## src/rtl/adcx_pkg.sv

```systemverilog
// package for the adc extended function configuration block
// assumes an apb slave on pclk with a byte address of 8 bits
package adcx_pkg;
   // ---------------------------------------------------------
   // register offsets
   // ---------------------------------------------------------
   localparam logic [7:0] OFF_CFG = 8'h1C;
   localparam logic [7:0] OFF_IDAT = 8'h20;
   localparam logic [7:0] OFF_VDAT = 8'h24;
   localparam logic [7:0] OFF_RCL = 8'h48;
   localparam logic [7:0] OFF_RCV = 8'h4C;
   localparam logic [7:0] OFF_TH = 8'h50;
   localparam logic [7:0] OFF_ACC = 8'h5C;
   localparam logic [7:0] OFF_STA = 8'h60;
   localparam logic [7:0] OFF_MSK = 8'h64;
   localparam logic [7:0] OFF_ICON = 8'h68;
   localparam logic [7:0] OFF_VCON = 8'h6C;
   // ---------------------------------------------------------
   // reset values
   // ---------------------------------------------------------
   localparam logic [7:0] RST_CFG = 8'h00;
   localparam logic [15:0] RST_RCL = 16'h0001;
   localparam logic [15:0] RST_TH = 16'h0000;
   // ---------------------------------------------------------
   // field positions
   // ---------------------------------------------------------
   localparam int CFG_GND = 7;
   localparam int CFG_ACC = 4;
   localparam int CFG_CMP = 3;
   localparam int CFG_FAST = 1;
   localparam int CFG_CNT = 0;
   localparam int ST_IRDY = 0;
   localparam int ST_VRDY = 1;
   localparam int ST_CMP = 2;
   localparam int ICON_TWOS = 0;
   localparam logic [1:0] SEL_INT_TEMP = 2'h2;
   // ---------------------------------------------------------
   // types
   // ---------------------------------------------------------
   typedef struct packed {
      logic valid;
      logic [15:0] data;
   } adcx_result_s;
endpackage : adcx_pkg

```

## src/rtl/adcx_config.sv

```systemverilog
// extended adc configuration bank with accumulator, comparator,
// result counter, fast temperature override and ground switch
// assumes both adc result ports are synchronous to pclk
// Functional notes
// RULE_01 - config bit 7 set connects the switched ground pin through the 20k resistor.
// RULE_02 - software keeps reserved bits 6 and 5 unchanged on every write.
// RULE_03 - accumulator bit 4 low clears the accumulator, high sums each current result.
// RULE_04 - software keeps the accumulator off for two current ready events before re-enabling.
// RULE_05 - comparator bit 3 high flags any current result whose magnitude reaches the threshold.
// RULE_06 - software writes reserved bit 2 as zero.
// RULE_07 - fast bit 1 forces the internal temperature sensor regardless of the input select.
// RULE_08 - the fast override selects only the internal temperature input and nothing else.
// RULE_09 - software clears the fast bit once the fast conversion is done.
// RULE_10 - counter bit 0 raises the current ready event only when the count hits the limit.
// RULE_11 - in count mode the v/t channel keeps converting and only its last result is kept.
// RULE_12 - on reaching the limit the count returns to zero and counts on.
// RULE_13 - threshold uses bits 15:0 in unipolar mode and bits 14:0 in two's complement.
// RULE_14 - a write to the current channel control clears the result count.
// RULE_15 - the accumulator clears when disabled or when the current channel is reconfigured.
//
// Decided for this implementation: the APB register port and the address map.
module adcx_config (
   // clock and reset
   input wire logic pclk,
   input wire logic presetn,
   // apb slave
   input wire logic psel,
   input wire logic penable,
   input wire logic pwrite,
   input wire logic [7:0] paddr,
   input wire logic [31:0] pwdata,
   output logic [31:0] prdata,
   output logic pready,
   output logic pslverr,
   // adc results
   input wire adcx_pkg::adcx_result_s i_result,
   input wire adcx_pkg::adcx_result_s vt_result,
   // analog controls
   output logic switched_ground_pin_en,
   output logic [1:0] vt_input_select,
   output logic twos_mode,
   // interrupt
   output logic irq
);
   // ---------------------------------------------------------
   // registers
   // ---------------------------------------------------------
   logic [7:0] adc_extended_config;
   logic [15:0] result_count_limit;
   logic [15:0] result_count_value;
   logic [15:0] current_threshold;
   logic [31:0] acc;
   logic [15:0] idat;
   logic [15:0] vdat;
   logic [2:0] adc_status_reg;
   logic [2:0] irq_mask;
   logic [7:0] icon;
   logic [7:0] vt_channel_control;

   // ---------------------------------------------------------
   // bus decode
   // ---------------------------------------------------------
   wire wr = psel && penable && pwrite;
   wire hit_cfg = paddr == adcx_pkg::OFF_CFG;
   wire hit_idat = paddr == adcx_pkg::OFF_IDAT;
   wire hit_vdat = paddr == adcx_pkg::OFF_VDAT;
   wire hit_rcl = paddr == adcx_pkg::OFF_RCL;
   wire hit_rcv = paddr == adcx_pkg::OFF_RCV;
   wire hit_th = paddr == adcx_pkg::OFF_TH;
   wire hit_acc = paddr == adcx_pkg::OFF_ACC;
   wire hit_sta = paddr == adcx_pkg::OFF_STA;
   wire hit_msk = paddr == adcx_pkg::OFF_MSK;
   wire hit_icon = paddr == adcx_pkg::OFF_ICON;
   wire hit_vcon = paddr == adcx_pkg::OFF_VCON;
   wire mapped = hit_cfg | hit_idat | hit_vdat | hit_rcl | hit_rcv | hit_th
      | hit_acc | hit_sta | hit_msk | hit_icon | hit_vcon;
   wire wr_cfg = wr && hit_cfg;
   wire wr_icon = wr && hit_icon;

   assign pready = 1'b1;
   assign pslverr = psel && penable && !mapped;

   // ---------------------------------------------------------
   // control bits
   // ---------------------------------------------------------
   wire acc_en = adc_extended_config[adcx_pkg::CFG_ACC];
   wire cmp_en = adc_extended_config[adcx_pkg::CFG_CMP];
   wire fast_en = adc_extended_config[adcx_pkg::CFG_FAST];
   wire cnt_en = adc_extended_config[adcx_pkg::CFG_CNT];

   assign switched_ground_pin_en = adc_extended_config[adcx_pkg::CFG_GND]; // RULE_01
   assign twos_mode = icon[adcx_pkg::ICON_TWOS];
   // only the select field is overridden, nothing else of the channel
   assign vt_input_select = fast_en ? adcx_pkg::SEL_INT_TEMP
      : vt_channel_control[7:6]; // RULE_07 RULE_08

   // ---------------------------------------------------------
   // comparator and counter
   // ---------------------------------------------------------
   function automatic logic [15:0] magnitude(input logic [15:0] d, input logic twos);
      magnitude = (twos && d[15]) ? 16'(~d + 16'h0001) : d;
   endfunction : magnitude

   // in two's complement mode the top threshold bit is ignored
   wire [15:0] th_eff = twos_mode ? {1'b0, current_threshold[14:0]}
      : current_threshold; // RULE_13
   wire cmp_hit = cmp_en && i_result.valid
      && magnitude(i_result.data, twos_mode) >= th_eff; // RULE_05
   wire [15:0] cnt_inc = 16'(result_count_value + 16'h0001);
   wire cnt_match = cnt_en && i_result.valid && cnt_inc == result_count_limit;
   wire irdy_evt = i_result.valid && (!cnt_en || cnt_match); // RULE_10
   // v/t ready is deferred to the counter event in count mode
   wire vrdy_evt = cnt_en ? cnt_match : vt_result.valid; // RULE_11
   wire [2:0] evt = {cmp_hit, vrdy_evt, irdy_evt};
   wire [31:0] i_ext = twos_mode ? {{16{i_result.data[15]}}, i_result.data}
      : {16'h0000, i_result.data};

   // ---------------------------------------------------------
   // register writes
   // ---------------------------------------------------------
   always_ff @(posedge pclk or negedge presetn) begin
      if (!presetn) begin
         adc_extended_config <= adcx_pkg::RST_CFG;
         result_count_limit <= adcx_pkg::RST_RCL;
         current_threshold <= adcx_pkg::RST_TH;
         irq_mask <= 3'h0;
         icon <= 8'h00;
         vt_channel_control <= 8'h00;
      end else if (wr) begin
         if (hit_cfg) adc_extended_config <= pwdata[7:0];
         if (hit_rcl) result_count_limit <= pwdata[15:0];
         if (hit_th) current_threshold <= pwdata[15:0];
         if (hit_msk) irq_mask <= pwdata[2:0];
         if (hit_icon) icon <= pwdata[7:0];
         if (hit_vcon) vt_channel_control <= pwdata[7:0];
      end
   end

   always_ff @(posedge pclk or negedge presetn) begin
      if (!presetn) begin
         result_count_value <= 16'h0000;
      end else if (wr_icon) begin
         result_count_value <= 16'h0000; // RULE_14
      end else if (cnt_en && i_result.valid) begin
         result_count_value <= cnt_match ? 16'h0000 : cnt_inc; // RULE_12
      end
   end

   always_ff @(posedge pclk or negedge presetn) begin
      if (!presetn) begin
         acc <= 32'h0000_0000;
      end else if (!acc_en || wr_icon) begin
         acc <= 32'h0000_0000; // RULE_03 RULE_15
      end else if (i_result.valid) begin
         acc <= acc + i_ext; // RULE_03
      end
   end

   always_ff @(posedge pclk or negedge presetn) begin
      if (!presetn) begin
         idat <= 16'h0000;
         vdat <= 16'h0000;
      end else begin
         if (i_result.valid) idat <= i_result.data;
         // later results overwrite earlier ones
         if (vt_result.valid) vdat <= vt_result.data; // RULE_11
      end
   end

   // ---------------------------------------------------------
   // status and interrupt
   // ---------------------------------------------------------
   // set wins over a write-one clear in the same cycle
   always_ff @(posedge pclk or negedge presetn) begin
      if (!presetn) begin
         adc_status_reg <= 3'h0;
      end else begin
         adc_status_reg <= (adc_status_reg & ~((wr && hit_sta) ? pwdata[2:0] : 3'h0)) | evt;
      end
   end

   assign irq = |(adc_status_reg & irq_mask);

   // ---------------------------------------------------------
   // read mux
   // ---------------------------------------------------------
   always_ff @(posedge pclk or negedge presetn) begin
      if (!presetn) begin
         prdata <= 32'h0000_0000;
      end else if (psel && !penable && !pwrite) begin
         unique case (1'b1)
            hit_cfg: prdata <= {24'h000000, adc_extended_config};
            hit_idat: prdata <= {16'h0000, idat};
            hit_vdat: prdata <= {16'h0000, vdat};
            hit_rcl: prdata <= {16'h0000, result_count_limit};
            hit_rcv: prdata <= {16'h0000, result_count_value};
            hit_th: prdata <= {16'h0000, current_threshold};
            hit_acc: prdata <= acc;
            hit_sta: prdata <= {29'h0000000, adc_status_reg};
            hit_msk: prdata <= {29'h0000000, irq_mask};
            hit_icon: prdata <= {24'h000000, icon};
            hit_vcon: prdata <= {24'h000000, vt_channel_control};
            default: prdata <= 32'h0000_0000;
         endcase
      end
   end
endmodule : adcx_config

```

## config.mk

```make
export PLATFORM = sky130hd
export DESIGN_NAME = adcx_config
export DESIGN_NICKNAME = d
export VERILOG_FILES = /design/src/rtl/adcx_pkg.sv /design/src/rtl/adcx_config.sv
export SDC_FILE = /design/constraint.sdc
export NUM_CORES = 1
export LEC_CHECK = 0
export BUFFER_PORTS_ARGS = -buffer_cell sky130_fd_sc_hd__buf_4
export CAP_MARGIN = 15
export CORE_ASPECT_RATIO = 1.25
export CORE_MARGIN = 8
export CORE_UTILIZATION = 59
export CTS_BUF_LIST = sky130_fd_sc_hd__clkbuf_8 sky130_fd_sc_hd__clkbuf_16
export DETAILED_ROUTE_END_ITERATION = 16
export GPL_ROUTABILITY_DRIVEN = 0
export MAX_ROUTING_LAYER = met4
export PLACE_DENSITY = 0.8
export SKIP_LAST_GASP = 1
export SLEW_MARGIN = 15
export SYNTH_ARGS = -nofsm -noshare
export SYNTH_HDL_FRONTEND = slang
export SYNTH_SLANG_ARGS = --single-unit
export TNS_END_PERCENT = 5
```

## constraint.sdc

```tcl
create_clock -name pclk -period 3.8 [get_ports pclk]
set_input_delay 0.19 -clock pclk [delete_from_list [all_inputs] [get_ports pclk]]
set_output_delay 0.19 -clock pclk [all_outputs]
set_load 0.02 [all_outputs]
```

==> flow_summary.toml <==
[worst_hold_path]
worst_hold_startpoint = "pwdata[12]"
hp-class = "in -> reg"

[yosys]
syn_nets = 1158
synthDistinctLibCells = 73
netlist_area_um2 = 10300
seq_area_frac_synth_pct = 42.29
synth_edf_count = 0
async_reset_ff_share_pct = 100.0
ys_seq_elements = 174
synth_ff_type = "dfrtp_1"
syn_avg_cell_area_um2 = 10.01
ys_warn_count = 0
synthCells = 1029

[power]
power_mw = 4.390
p_per_area_nw_per_um2 = 359.6
ir_drop_v = 0.0003093
p_leak_nw = 5.769

[placed_design]
dpl-instance-area_um2 = 11320
hpwl_um = 20600
port_buffers = 100

[routing]
dr.first_iter.drc_count = 973
route.detailed.drc = 0
vias = 8741
routed_wl_um = 28660
wire_per_inst_um = 20.71
ant_nets = 0
routed_via_density = 6.316
firstDrtPassIters = 8

[die]
die_w_um = 134.2
core_region_area_um2 = 17300
dieHeight_um = 163.7
start_util_pct = 59.55
die_area_um2 = 21970
io_pins = 118
num_rows = 54

[global_route]
track_usage_pct = 27.33
antenna_found_initial = 0
grt_pass1_vias = 8914
grt_start_max_net_pins = 88
grt.overflow.total = 0
grt_pass1_wl_um = 46230

[cells_and_area]
fin_area_um2 = 12210
diodes = 0
seq_area_um2 = 4355
nets = 1276
reg_top3 = "acc x32, prdata x32"
area_delta_synth_final_pct = 18.53
final_core_util_pct = 70.58
fill_cells = 1331
drive_gt1_share_pct = 22.76
multiInputGateArea_um2 = 5624

[sta]
hold_ws_ns = 0.01431
maxSlewViolCount = 0
fin_crit_ns = 3.373
min_period_over_period_pct = 88.76
hold_viol_final = 0
rsz0062_at_grt = "false"
fin_worst_skew_ns = 0.009572
slew_headroom_pct = 39.24
setup_viol = 0
worstMarginPinSlew_ns = 0.9092
setup_tns_ns = 0
timing.fmax_mhz = 296.5

[critical_path]
crit-reg2reg-launch = "acc[0]$_DFFE_PN0P_"
crit_start = "acc[0]$_DFFE_PN0P_"
crit_required_ns = 4.12
setup.worst_path.end_class = "flop"
worstPathMaxFanout = 3
critical_path_arrival_ns = 3.70
critPathKind = "reg -> reg"
start_kind = "flop"

[clock_network]
cts_buffers = 17
cts_tree = "built"
path_clk_slew_ns = 0.07
cts_max_level = 4
clock_latency_ns = 0.44
clkSinkCount = 174
clockRootBuffer = "clkbuf_16"
cts_buffer_depth = 2
cts_resized = 0

[job]
cap_violations = 0

[outcome]
outcome = "finished clean"
## stage by stage
| step | setup slack (ns) | instances |
|---|---|---|
| 6_report | 0.4271 | 1384 |
| 3_5_place_dp | 0.4423 | 1328 |
| 2_1_floorplan | 0.6557 | 1029 |
| 4_1_cts | 0.4553 | 1383 |
| 3_3_place_gp | 0.5162 | 1328 |
| 5_1_grt | 0.2161 | 1384 |
## power by group
part           internal (mW)  switching [mW]
logic                  0.212           0.250
registers               1.93          0.0738
clock network           1.15           0.775
total                   3.29            1.10
## cell type report
cell class | instances | area share, %
Multi-Input combinational cell | 774 | 46.07
Sequential cell | 174 | 35.68
Timing Repair Buffer | 145 | 9.542
Clock buffer | 19 | 3.710
Tap cell | 224 | 2.296
Clock inverter | 13 | 1.630
Inverter | 35 | 1.076
## logic make-up after synthesis
kind of cell             Yosys count  share of synthesized area (%)
AND/OR/NAND/NOR                  303                          14.47
AO/OA/AOI/OAI                    233                          15.25
flip-flops                       174                          42.29
multiplexers                     126                          13.36
buffers and inverters             81                          3.268
XOR/XNOR                          61                          5.187
adder cells (fa/ha/maj)           50                          6.147
other                              1                        0.03641
## what timing repair did
action,in CTS,in global routing
hold endpoints to repair,113,1
buffers inserted,0,0
hold buffers,23,1
## per-layer routing
layer	up-vias	track usage, %	part of all wire (%)	routed length [µm]
met1	4275	31.49	39	11140
met2	379	45.87	51	14630
li1	4005	-	-	-
met3	82	4.927	6.6	1895
met4	0	12.23	3.5	990
met5	-	-	0	0
## critical path: stages, from the launching register on
cell and delay [ns]:
dfrtp_1 0.41, ha_1 0.22, fa_1 0.43, a211o_1 0.31, a21oi_1 0.27, o21ai_0 0.22
a31oi_1 0.30, nor3_1 0.13, or3_1 0.36, a311oi_1 0.35, xor2_1 0.17, o22ai_1 0.09
## layout by cell type, fill, tap and decap left out, types with 6 or more instances in the layout
cell	Yosys	layout
nand2_1	86	86
nor2b_1	6	6
nor2_1	86	85
a31oi_1	22	22
a222oi_1	17	17
clkbuf_16	0	17
ha_1	49	49
dfrtp_1	173	173
nand3_1	39	39
xnor2_1	37	37
nor3_1	11	11
nand4_1	11	11
and3_1	7	7
mux2_2	92	92
a22o_1	7	7
buf_4	3	119
or3_1	10	10
xor2_1	24	24
o21ai_0	50	49
a21o_1	25	25
a21oi_1	49	49
a22oi_1	6	6
a221oi_1	17	17
dlygate4sd3_1	0	24
inv_1	34	34
nand2b_1	11	11
mux2i_1	34	34
## cells in the mapped netlist (3+ instances only)
library cell    n  area share [%]
xor2_1         24             2.0
nor2b_1         6            0.36
and2_1          3            0.18
or3_1          10            0.61
nand2_1        86             3.1
nand2b_1       11            0.67
clkbuf_1       31             1.1
nor3b_1         7            0.51
o41ai_1         3            0.26
o21a_1          4            0.29
nand4_1        11            0.67
a21o_1         25             1.8
o21ai_0        50             2.4
xnor2_1        37             3.1
a211oi_1        5            0.36
nor4_1          5            0.30
o31a_1          3            0.26
a222oi_1       17             1.7
a31oi_1        22             1.3
o21bai_1        5            0.36
a22o_1          7            0.60
nor2_1         86             3.1
and3_1          7            0.43
mux2i_1        34             3.3
nor3_1         11            0.53
buf_1           5            0.18
buf_2           4            0.19
dfrtp_1       173              42
a21oi_1        49             2.4
nand3_1        39             1.9
nand4b_1        3            0.26
buf_4           3            0.22
ha_1           49             6.0
a221oi_1       17             1.4
inv_1          34             1.2
mux2_2         92              10
a22oi_1         6            0.44
## path summary, 6_finish.rpt
check	slack [ns]	endpoint	depth (start not counted)
max	0.43	acc[30]$_DFFE_PN0P_	11
min	0.01	result_count_limit[12]$_DFFE_PN0P_	2
max reg2reg	0.43	acc[30]$_DFFE_PN0P_	11
min reg2reg	0.47	prdata[28]$_DFFE_PN0P_	2
max in group asynchronous	2.49	idat[14]$_DFFE_PN0P_	3
min in group asynchronous	0.38	acc[27]$_DFFE_PN0P_	2
No activity file was read; power rests on OpenSTA's default activity.
